`src/include/rp_pkg.sv`:
```
package rp_pkg;

   // ----------------------------------------------------------------
   // widths
   // ----------------------------------------------------------------
   localparam int RP_PC_W   = 16;
   localparam int RP_DATA_W = 8;
   localparam int RP_IDX_W  = 3;
   localparam int RP_SLOTS  = 2;
   localparam int RP_AV_AW  = 4;
   localparam int RP_AV_DW  = 32;
   localparam int RP_CNT_W  = 8;

   // ----------------------------------------------------------------
   // device register indices on the link
   // ----------------------------------------------------------------
   localparam logic [RP_IDX_W-1:0] RP_IDX_A1_HI = 3'h0;
   localparam logic [RP_IDX_W-1:0] RP_IDX_A1_LO = 3'h1;
   localparam logic [RP_IDX_W-1:0] RP_IDX_A2_HI = 3'h2;
   localparam logic [RP_IDX_W-1:0] RP_IDX_A2_LO = 3'h3;
   localparam logic [RP_IDX_W-1:0] RP_IDX_EN    = 3'h4;
   localparam logic [RP_IDX_W-1:0] RP_IDX_MSEL  = 3'h5;

   // field positions
   localparam int RP_EN_SLOT1_BIT = 0;
   localparam int RP_EN_SLOT2_BIT = 1;
   localparam int RP_MSEL_BIT     = 0;

   // reset values
   localparam logic [RP_PC_W-1:0]   RP_ADDR_RST = 16'h0000;
   localparam logic [RP_SLOTS-1:0]  RP_EN_RST   = 2'h0;
   localparam logic                 RP_MSEL_RST = 1'b0;
   localparam logic [RP_DATA_W-1:0] RP_BYTE_0   = 8'h00;

   // ----------------------------------------------------------------
   // correction vectors
   // ----------------------------------------------------------------
   localparam logic [RP_PC_W-1:0] RP_VEC1_RAM = 16'h0100;
   localparam logic [RP_PC_W-1:0] RP_VEC2_RAM = 16'h0120;
   localparam logic [RP_PC_W-1:0] RP_VEC1_ROM = 16'hf100;
   localparam logic [RP_PC_W-1:0] RP_VEC2_ROM = 16'hf120;

   // ----------------------------------------------------------------
   // controller avalon map (word addresses)
   // ----------------------------------------------------------------
   localparam logic [RP_AV_AW-1:0] RP_AV_DEV_LAST = 4'h5;
   localparam logic [RP_AV_AW-1:0] RP_AV_STATUS   = 4'h8;
   localparam logic [RP_AV_DW-1:0] RP_AV_ZERO     = 32'h0000_0000;

   typedef enum logic [3:0] {
      RP_ST_IDLE  = 4'h1,
      RP_ST_ISSUE = 4'h2,
      RP_ST_CAPT  = 4'h4,
      RP_ST_DONE  = 4'h8
   } rp_state_t;

endpackage

```
`src/include/rp_if.sv`:
```
`timescale 1ns/1ps
interface rp_if;
   import rp_pkg::*;

   logic                 reg_wr;     // register write strobe
   logic                 reg_rd;     // register read strobe
   logic [RP_IDX_W-1:0]  reg_idx;    // register index
   logic [RP_DATA_W-1:0] reg_wdata;  // write byte
   logic [RP_DATA_W-1:0] reg_rdata;  // read byte
   logic                 fetch;      // opcode fetch at pc
   logic [RP_PC_W-1:0]   pc;         // program counter
   logic                 fetch_ack;  // answer to fetch
   logic                 redirect;   // branch to vector
   logic [RP_PC_W-1:0]   vector;     // vector address

   modport dev (
      input  reg_wr, reg_rd, reg_idx, reg_wdata, fetch, pc,
      output reg_rdata, fetch_ack, redirect, vector
   );

   modport host (
      output reg_wr, reg_rd, reg_idx, reg_wdata, fetch, pc,
      input  reg_rdata, fetch_ack, redirect, vector
   );

endinterface

```
`src/rtl/rp_patch_dev.sv`:
```
// Local design decisions: the Avalon-MM slave port and the register offsets.
`timescale 1ns/1ps
// Function
// - per-slot high and low address bytes
// - compare pc with enabled slots, redirect
// - exactly two independent slots with vectors
// - select bit picks RAM or ROM vectors
// - enable bits 0 and 1 gate slots
// - both disabled means no redirection
// - firmware loads addresses before enabling
// - firmware programs only ROM addresses
// - firmware never loads identical slot addresses
// - patch returns by three-byte absolute jump
module rp_patch_dev (
   input  wire logic                         clk,          // cpu clock
   input  wire logic                         rst,          // async reset
   rp_if.dev                                 lnk,          // core side
   output logic [rp_pkg::RP_SLOTS-1:0]       slot_enabled, // enable bits
   output logic                              vec_in_rom,   // vector memory select
   output logic [rp_pkg::RP_SLOTS-1:0]       last_hit      // slot of last redirect
);
   import rp_pkg::*;

   // ----------------------------------------------------------------
   // helpers
   // ----------------------------------------------------------------
   // a slot can only match while its own enable bit is set
   function automatic logic slot_hit(input logic en, input logic [RP_PC_W-1:0] a,
                                     input logic [RP_PC_W-1:0] pc);
      slot_hit = en && (a == pc);
   endfunction

   // vector table, one entry per slot and memory choice
   function automatic logic [RP_PC_W-1:0] vec_sel(input logic slot2, input logic rom);
      logic [RP_PC_W-1:0] v1;
      logic [RP_PC_W-1:0] v2;
      v1      = rom ? RP_VEC1_ROM : RP_VEC1_RAM;
      v2      = rom ? RP_VEC2_ROM : RP_VEC2_RAM;
      vec_sel = slot2 ? v2 : v1;
   endfunction

   // read view of one link register; spare bits and indices read as zero
   function automatic logic [RP_DATA_W-1:0] read_byte(input logic [RP_IDX_W-1:0] idx,
                                                      input logic [RP_PC_W-1:0]  a1,
                                                      input logic [RP_PC_W-1:0]  a2,
                                                      input logic [RP_SLOTS-1:0] en,
                                                      input logic                msel);
      read_byte = RP_BYTE_0;
      case (idx)
         RP_IDX_A1_HI: read_byte = a1[RP_PC_W-1:RP_DATA_W];
         RP_IDX_A1_LO: read_byte = a1[RP_DATA_W-1:0];
         RP_IDX_A2_HI: read_byte = a2[RP_PC_W-1:RP_DATA_W];
         RP_IDX_A2_LO: read_byte = a2[RP_DATA_W-1:0];
         RP_IDX_EN: begin
            read_byte[RP_EN_SLOT1_BIT] = en[0];
            read_byte[RP_EN_SLOT2_BIT] = en[1];
         end
         RP_IDX_MSEL: read_byte[RP_MSEL_BIT] = msel;
         default: ;
      endcase
   endfunction

   // ----------------------------------------------------------------
   // slot priority
   // ----------------------------------------------------------------
   // lowest slot wins a double match; firmware keeps the addresses distinct
   function automatic logic [RP_SLOTS-1:0] first_hit(input logic [RP_SLOTS-1:0] m);
      first_hit = '0;
      for (int s = RP_SLOTS - 1; s >= 0; s--) begin
         if (m[s]) begin
            first_hit    = '0;
            first_hit[s] = 1'b1;
         end
      end
   endfunction

   // ----------------------------------------------------------------
   // state
   // ----------------------------------------------------------------
   // one address per slot, high byte above low byte
   logic [RP_PC_W-1:0]   addr_q [RP_SLOTS];
   logic [RP_PC_W-1:0]   addr_d [RP_SLOTS];
   logic [RP_SLOTS-1:0]  en_q,   en_d;
   logic                 msel_q, msel_d;
   logic [RP_DATA_W-1:0] rdata_q, rdata_d;
   logic                 ack_q,  ack_d;
   logic                 redir_q, redir_d;
   logic [RP_PC_W-1:0]   vec_q,  vec_d;
   logic [RP_SLOTS-1:0]  hit_q,  hit_d;
   logic [RP_SLOTS-1:0]  slot_match;
   logic [RP_SLOTS-1:0]  win;

   // ----------------------------------------------------------------
   // per-slot comparators
   // ----------------------------------------------------------------
   // every slot compares on its own; priority is settled afterwards
   generate
      for (genvar s = 0; s < RP_SLOTS; s++) begin : g_slot
         assign slot_match[s] = slot_hit(en_q[s], addr_q[s], lnk.pc);
      end
   endgenerate

   // ----------------------------------------------------------------
   // register write
   // ----------------------------------------------------------------
   // address bytes may be written in either order
   always_comb begin
      addr_d  = addr_q;
      en_d    = en_q;
      msel_d  = msel_q;
      if (lnk.reg_wr) begin
         case (lnk.reg_idx)
            RP_IDX_A1_HI: addr_d[0][RP_PC_W-1:RP_DATA_W] = lnk.reg_wdata;
            RP_IDX_A1_LO: addr_d[0][RP_DATA_W-1:0]       = lnk.reg_wdata;
            RP_IDX_A2_HI: addr_d[1][RP_PC_W-1:RP_DATA_W] = lnk.reg_wdata;
            RP_IDX_A2_LO: addr_d[1][RP_DATA_W-1:0]       = lnk.reg_wdata;
            RP_IDX_EN: begin
               en_d[0] = lnk.reg_wdata[RP_EN_SLOT1_BIT];
               en_d[1] = lnk.reg_wdata[RP_EN_SLOT2_BIT];
            end
            RP_IDX_MSEL: msel_d = lnk.reg_wdata[RP_MSEL_BIT];
            default: ;
         endcase
      end
   end

   // addresses and enables clear together, so no slot is live after reset
   always_ff @(posedge clk or posedge rst) begin
      if (rst) begin
         addr_q[0] <= RP_ADDR_RST;
         addr_q[1] <= RP_ADDR_RST;
         en_q      <= RP_EN_RST;
         msel_q    <= RP_MSEL_RST;
      end else begin
         addr_q    <= addr_d;
         en_q      <= en_d;
         msel_q    <= msel_d;
      end
   end

   // ----------------------------------------------------------------
   // register read
   // ----------------------------------------------------------------
   // the byte is registered and stands until the next read strobe
   always_comb begin
      rdata_d = rdata_q;
      if (lnk.reg_rd) begin
         rdata_d = read_byte(lnk.reg_idx, addr_q[0], addr_q[1], en_q, msel_q);
      end
   end

   always_ff @(posedge clk or posedge rst) begin
      if (rst) begin
         rdata_q <= RP_BYTE_0;
      end else begin
         rdata_q <= rdata_d;
      end
   end

   // ----------------------------------------------------------------
   // fetch match
   // ----------------------------------------------------------------
   // the answer lags the fetch by one edge, so the core never sees a compare glitch
   always_comb begin
      win     = first_hit(slot_match);
      ack_d   = lnk.fetch;
      redir_d = 1'b0;
      vec_d   = vec_q;
      hit_d   = hit_q;
      if (lnk.fetch && (win != '0)) begin
         redir_d = 1'b1;
         vec_d   = vec_sel(win[RP_EN_SLOT2_BIT], msel_q);
         hit_d   = win;
      end
      // with both enables clear nothing matches, vectors stay plain memory
   end

   // ----------------------------------------------------------------
   // fetch state
   // ----------------------------------------------------------------
   always_ff @(posedge clk or posedge rst) begin
      if (rst) begin
         ack_q   <= 1'b0;
         redir_q <= 1'b0;
         vec_q   <= RP_ADDR_RST;
         hit_q   <= RP_EN_RST;
      end else begin
         ack_q   <= ack_d;
         redir_q <= redir_d;
         vec_q   <= vec_d;
         hit_q   <= hit_d;
      end
   end

   // ----------------------------------------------------------------
   // outputs
   // ----------------------------------------------------------------
   // link outputs, each straight from a register
   assign lnk.reg_rdata = rdata_q;
   assign lnk.fetch_ack = ack_q;
   assign lnk.redirect  = redir_q;
   assign lnk.vector    = vec_q;

   // user-side taps, each straight from a register
   assign slot_enabled  = en_q;
   assign vec_in_rom    = msel_q;
   assign last_hit      = hit_q;

endmodule

```
`src/flat_wrapper.sv`:
```
// flat-port wrapper written by rule: the top's interface ports become plain ports
module rp_patch_dev_flat import rp_pkg::*;
  (clk, rst, slot_enabled, vec_in_rom, last_hit, lnk_reg_wr, lnk_reg_rd, lnk_reg_idx, lnk_reg_wdata, lnk_fetch, lnk_pc, lnk_reg_rdata, lnk_fetch_ack, lnk_redirect, lnk_vector);
  rp_if lnk_i ();
  input  wire logic clk;
  input  wire logic rst;
  output logic [rp_pkg::RP_SLOTS-1:0] slot_enabled;
  output logic vec_in_rom;
  output logic [rp_pkg::RP_SLOTS-1:0] last_hit;
  input wire logic [$bits(lnk_i.reg_wr)-1:0] lnk_reg_wr;
  input wire logic [$bits(lnk_i.reg_rd)-1:0] lnk_reg_rd;
  input wire logic [$bits(lnk_i.reg_idx)-1:0] lnk_reg_idx;
  input wire logic [$bits(lnk_i.reg_wdata)-1:0] lnk_reg_wdata;
  input wire logic [$bits(lnk_i.fetch)-1:0] lnk_fetch;
  input wire logic [$bits(lnk_i.pc)-1:0] lnk_pc;
  output wire logic [$bits(lnk_i.reg_rdata)-1:0] lnk_reg_rdata;
  output wire logic [$bits(lnk_i.fetch_ack)-1:0] lnk_fetch_ack;
  output wire logic [$bits(lnk_i.redirect)-1:0] lnk_redirect;
  output wire logic [$bits(lnk_i.vector)-1:0] lnk_vector;
  assign lnk_i.reg_wr = lnk_reg_wr;
  assign lnk_i.reg_rd = lnk_reg_rd;
  assign lnk_i.reg_idx = lnk_reg_idx;
  assign lnk_i.reg_wdata = lnk_reg_wdata;
  assign lnk_i.fetch = lnk_fetch;
  assign lnk_i.pc = lnk_pc;
  assign lnk_reg_rdata = lnk_i.reg_rdata;
  assign lnk_fetch_ack = lnk_i.fetch_ack;
  assign lnk_redirect = lnk_i.redirect;
  assign lnk_vector = lnk_i.vector;
  rp_patch_dev u_core (.clk(clk), .rst(rst), .lnk(lnk_i), .slot_enabled(slot_enabled), .vec_in_rom(vec_in_rom), .last_hit(last_hit));
endmodule
```
`config.mk`:
```
export PLATFORM = sky130hd
export DESIGN_NAME = rp_patch_dev_flat
export DESIGN_NICKNAME = d
export VERILOG_FILES = /design/src/include/rp_pkg.sv /design/src/include/rp_if.sv /design/src/rtl/rp_patch_dev.sv /design/src/flat_wrapper.sv
export SDC_FILE = /design/constraint.sdc
export NUM_CORES = 1
export LEC_CHECK = 0
export ABC_CLOCK_PERIOD_IN_PS = 1600
export CORE_ASPECT_RATIO = 0.8
export CORE_MARGIN = 2
export CORE_UTILIZATION = 45
export CTS_BUF_LIST = sky130_fd_sc_hd__clkbuf_4 sky130_fd_sc_hd__clkbuf_8 sky130_fd_sc_hd__clkbuf_16
export DETAILED_ROUTE_END_ITERATION = 8
export DONT_BUFFER_PORTS = 1
export GPL_TIMING_DRIVEN = 0
export SLEW_MARGIN = 15
export SYNTH_ARGS = -nofsm -noshare
export SYNTH_HDL_FRONTEND = slang
export SYNTH_SLANG_ARGS = --single-unit
```
`constraint.sdc`:
```
create_clock -name clk -period 1.6 [get_ports clk]
set_input_delay 0.16 -clock clk [delete_from_list [all_inputs] [get_ports clk]]
set_output_delay 0.16 -clock clk [all_outputs]
set_load 0.02 [all_outputs]
```
# Yosys cells after proc, flatten, opt, wreduce, memory -nomap -nowiden
# Cells that the tools add are included.
# W data, S select, Z words.
totals:
  regBits: 63
  latchBits: 0
  mem_bits_rw: 0
  rom_bits: 0
  out_inout_bits: 31
  word_cells: 38
  mem_count: 0
classes:
  addsub: 0
  mul: 0
  div_mod_pow: 0
  n_lt_le_gt_ge: 0
  eq_ne: 7
  shifts: 0
  mux: 9
  n_bitwise: 0
  n_reduce_logical: 11
op_table:
  columns: ["op", "count"]
  rows:
  - ["$mux W16", 3]
  - ["$eq A16 B16 Y1", 2]
  - ["$pmux W6 S4", 1]
  - ["$reduce_and A2 Y1", 6]
  - ["$eq A3 B2 Y1 const B", 2]
  - ["$eq A3 B3 Y1 const B", 2]
  - ["$pmux W1 S6", 1]
  - ["$pmux W1 S5", 1]
  - ["$mux W2", 2]
  - ["$eq A3 B1 Y1 const B", 1]
  - ["$logic_and A1 B1 Y1", 3]
  - ["$logic_not A3 Y1", 1]
  - ["$reduce_bool A2 Y1", 1]
  - ["$mux W1", 1]

# Logic depth before layout (Yosys ltp)
logic_depth:
  word_depth: 7
  depth_mapped: 6
  ltp_nobuf: 5

# Worst setup path before layout
# Ideal clock, no wire load.
synth_timing:
  kind: "reg-to-reg"
  start: "register u_core.addr_q[8] (netlist name)"
  end: "register u_core.vec_q[14], in the netlist u_core.lnk.vector[14]"
  setup_ns: 0.128
  arrival_ns: 1.341
  required_ns: 1.472
  slack_ns: 0.131
  path_stages_with_launch: 6
  period_less_slack_ns: 1.469
  path_cell_list: "dfrtp_1 xnor2_1 nand4_1 nor4_2 a22oi_1 mux2_1"
synth_between:
  elab_chain_len: 6
synth_rtl:
  columns: ["element", "line", "text"]
  rows:
  - ["start, declared", "rp_patch_dev.sv:81", "logic [RP_PC_W-1:0] addr_q [RP_SLOTS];"]
  - ["start signal, assigned", "rp_patch_dev.sv:135", "addr_q <= addr_d;"]
  - ["$eq A16 B16 Y1 (*)", "rp_patch_dev.sv:30", "slot_hit = en && (a == pc);"]
  - ["$logic_and A1 B1 Y1 (*)", "rp_patch_dev.sv:30", null]
  - ["$mux W2 (*) (2 in a row)", "rp_patch_dev.sv:70", "if (m[s]) begin"]
  - ["$reduce_bool A2 Y1", "rp_patch_dev.sv:170", "if (lnk.fetch && (win != '0)) begin"]
  - ["$logic_and A1 B1 Y1", "rp_patch_dev.sv:170", null]
  - ["end signal, assigned", "rp_patch_dev.sv:190", "vec_q <= vec_d;"]
  - ["end, declared", "rp_patch_dev.sv:88", "logic [RP_PC_W-1:0] vec_q, vec_d;"]
# Every way passes the cells marked *; elsewhere a longest branch is shown, timed or not.
# A chain may end at the register's enable or synchronous reset.

# Worst setup path in the final report
layout_timing:
  start: "register u_core.addr_q[9] (netlist name)"
  end: "register u_core.vec_q[14], in the netlist u_core.lnk.vector[14]"
# Same word-level chain as after synthesis.

==> results by group <==
Placement
  • Placed inst area: 2790 um^2
  • IO Port Bufs: 0
  • HPWL Detailed: 4360 um
  • Post-placement cell count: 300
  • GPL Wtd Cong: 0.788
  • Pre-CTS setup slack: -0.145 ns

Cells and area
  • # fillers: 487
  • Layout cells sized above 1: 0.359
  • Layout Nets: 277
  • Final cell count without fillers: 323
  • Final instance area: 3080 um^2
  • Diode count: 0
  • Area added between synthesis and finish: 16.7%

Critical path
  • Worst Setup Path Type: flop to flop
  • Critical Path RT: 1.79 ns
  • Startpoint Class: flop
  • CP startpoint: u_core.addr_q[9]$_DFFE_PP0P_
  • CP Capture Type: flop
  • Worst reg2reg path startpoint: u_core.addr_q[9]$_DFFE_PP0P_
  • CP arrival: 1.90 ns
  • Critical path peak fanout: 2

Clock network
  • H-tree lvl count: 2
  • Worst-path clk slew: 0.08 ns
  • CTS tree: yes
  • Clock Latency Late Sink: 0.31 ns
  • Number of clock sinks: 49
  • CTS max path bufs: 2
  • TritonCTS Buffers: 5
  • Clock tree root driver cell: clkbuf_8

Timing
  • Slew Limit Headroom: 0.480
  • Fin. Hold Viols: 0
  • Slew @ Worst Pin: 0.776 ns
  • Fmax: 586 MHz
  • Max-slew violation count: 0
  • Final worst-path cycle share: 1.07
  • Final setup margin: -0.107 ns
  • Final setup viols: 1
  • Min Tclk post-route: 1.71 ns
  • Clock skew: 0.00476 ns
  • Setup_tns: -0.107 ns
  • RSZ-0062 raised after global routing: true

Global route
  • First-pass GRT wire length: 9270 um
  • Gr usage total: 0.200
  • GR Util met1: 0.284
  • Largest net degree at the start of global routing: 26
  • GRT met2 Usage: 0.285
  • Busiest grt layer: met2
  • Initial antenna violation count: 0
  • Number of global-route vias before repair: 1721
  • Grt ovf: 0
  • M3 GR Usage: 0.0648

Route
  • Post-route ant nets: 0
  • Iter 0 DRT Violations: 65
  • Via count: 1668
  • Drt drc: 0
  • Final WL: 5970 um
  • First-pass iteration count of the detailed router: 4
  • Vias per inst: 5.16
  • Drt wl/cell: 18.5 um

Synth
  • Yosys reg bits: 49
  • Distinct cells, synth: 36
  • Synth Instances: 212
  • Register area share after synthesis: 0.465
  • Synth Warn #: 0
  • Syn Area/Cell: 12.4 um^2
  • Mapped Area: 2640 um^2
  • Area contributors post-synth: dfrtp_1, mux2_2, xnor2_1
  • Cell taking the most area after synthesis: dfrtp_1
  • Post-synth top area share: 0.465

Floorplan
  • Die Wd: 89.6 um
  • Core Region: 5560 um^2
  • Starting density of the core: 0.475
  • Die area: 6500 um^2
  • Row count: 24
  • DIE HEIGHT: 72.5 um
  • Ports: 63

Min path
  • Min-delay src: lnk_reg_wdata[6]
  • Hold Path Class: input pin to flop

Job
  • Max_cap viols: 0

Pwr
  • Pwr dens: 1090 nW/um^2
  • P_leak: 1.34 nW
  • VDD IR-drop max: 0.000399 V

Outcome
  • Failing checks: negative setup slack
  • Status: complete, but fails checks
==> final timing paths <==
path,slack [ns],end,cells past startpoint
setup reg to reg,-0.11,u_core.lnk.vector[14]$_DFFE_PP0P_,5
min in group asynchronous,0.35,u_core.lnk.reg_rdata[5]$_DFFE_PP0P_,2
hold / removal,0.01,u_core.addr_q[14]$_DFFE_PP0P_,1
max in group asynchronous,0.73,u_core.addr_q[20]$_DFFE_PP0P_,3
setup / recovery,-0.11,u_core.lnk.vector[14]$_DFFE_PP0P_,5
hold reg to reg,0.56,u_core.addr_q[19]$_DFFE_PP0P_,1
==> critical path, stage by stage, from the launching register on <==
cell and delay [ns]:
dfrtp_1 0.41, xnor2_2 0.17, nand4_1 0.20, nor4_4 0.35, a22oi_2 0.15, mux2_4 0.31
==> area by class of cell <==
cell class / count / area [um^2] / area share
multi-input cells: 137 / 1300 / 0.423
clock buffers: 7 / 90.1 / 0.0293
inverters: 13 / 48.8 / 0.0158
plain buffers: 22 / 149 / 0.0484
repair buffers: 17 / 165 / 0.0536
flip-flops and latches: 49 / 1230 / 0.398
well taps: 78 / 97.6 / 0.0317
==> kinds of logic after synthesis <==
family          Yosys count  share of synthesized area
other cells               1                    0.00142
simple gates             34                     0.0896
xor+xnor                 32                      0.106
compound gates           14                     0.0318
mux                      47                      0.231
flops                    49                      0.465
buf+inv                  35                     0.0749
==> per-layer routing <==
layer | vias to the layer above | share of wire | routed length [um]
li1 | 788 | - | -
met1 | 818 | 0.49 | 2910
met2 | 54 | 0.42 | 2530
met3 | 8 | 0.074 | 444
met4 | 0 | 0.014 | 86
met5 | - | 0 | 0
==> report_power, final <==
| group | switching [mW] | internal (mW) | leakage, nW |
|---|---|---|---|
| logic | 0.350 | 0.510 | 0.691 |
| registers | 0.276 | 1.47 | 0.604 |
| clock network | 0.394 | 0.360 | 0.0477 |
==> Yosys cell counts <==
cell       number
a21o_1          1
a21oi_1         3
a22oi_1         1
a31oi_1         1
and4bb_2        1
buf_2           5
buf_4          16
clkbuf_1        1
conb_1          1
dfrtp_1        49
inv_1          13
mux2_1          1
mux2_2         35
mux2i_1         4
mux4_1          2
mux4_2          5
nand2_1         3
nand2b_1        2
nand3_1         2
nand3b_1        1
nand4_1         6
nand4b_2        1
nand4bb_1       1
nor2_1          8
nor3_1          1
nor3b_1         1
nor4_1          1
nor4_2          1
nor4b_4         1
nor4bb_1        2
o21ai_0         2
o22ai_1         6
or2b_1          1
or3_1           1
xnor2_1        30
xor2_1          2
==> per-stage QoR <==
step	utilization	power, mW	hold slack, ns
2_1_floorplan	-	2.34	0.191
3_3_place_gp	0.499	2.50	0.192
3_5_place_dp	0.502	2.52	0.117
4_1_cts	0.546	3.35	0.00322
5_1_grt	0.554	3.56	0.00375
6_report	0.554	3.36	0.0125
==> cells in the final DEF (no fill, tap or decap), types with 3 or more instances in the layout <==
cell type      instances
nand2_1                3
conb_1                10
xnor2_1               26
buf_2                  5
xnor2_2                4
inv_1                 12
dfrtp_1               49
dlygate4sd3_1         10
nand4_1                6
nor2_1                 7
clkbuf_8               6
o22ai_1                6
buf_4                 22
mux2_2                35
mux4_2                 5
mux2i_1                4
==> sequential cells by signal (all words and copies together) (netlist names) <==
signal / cells
u_core.lnk.fetch_ack: 1
u_core.lnk.redirect: 1
u_core.lnk.vector: 3
u_core.last_hit: 1
u_core.addr_q: 32
u_core.vec_in_rom: 1
u_core.slot_enabled: 2
u_core.lnk.reg_rdata: 8
==> what timing repair did <==
action | CTS | global route
setup buffers | 4 | 3
setup endpoints to repair | 1 | 3
pin swaps | 5 | 7
hold buffers | 10 | 0
endpoints found under the hold margin | 59 | 0
gates resized for setup | 4 | 5
Note: power is estimated with default switching activity, not from simulation.
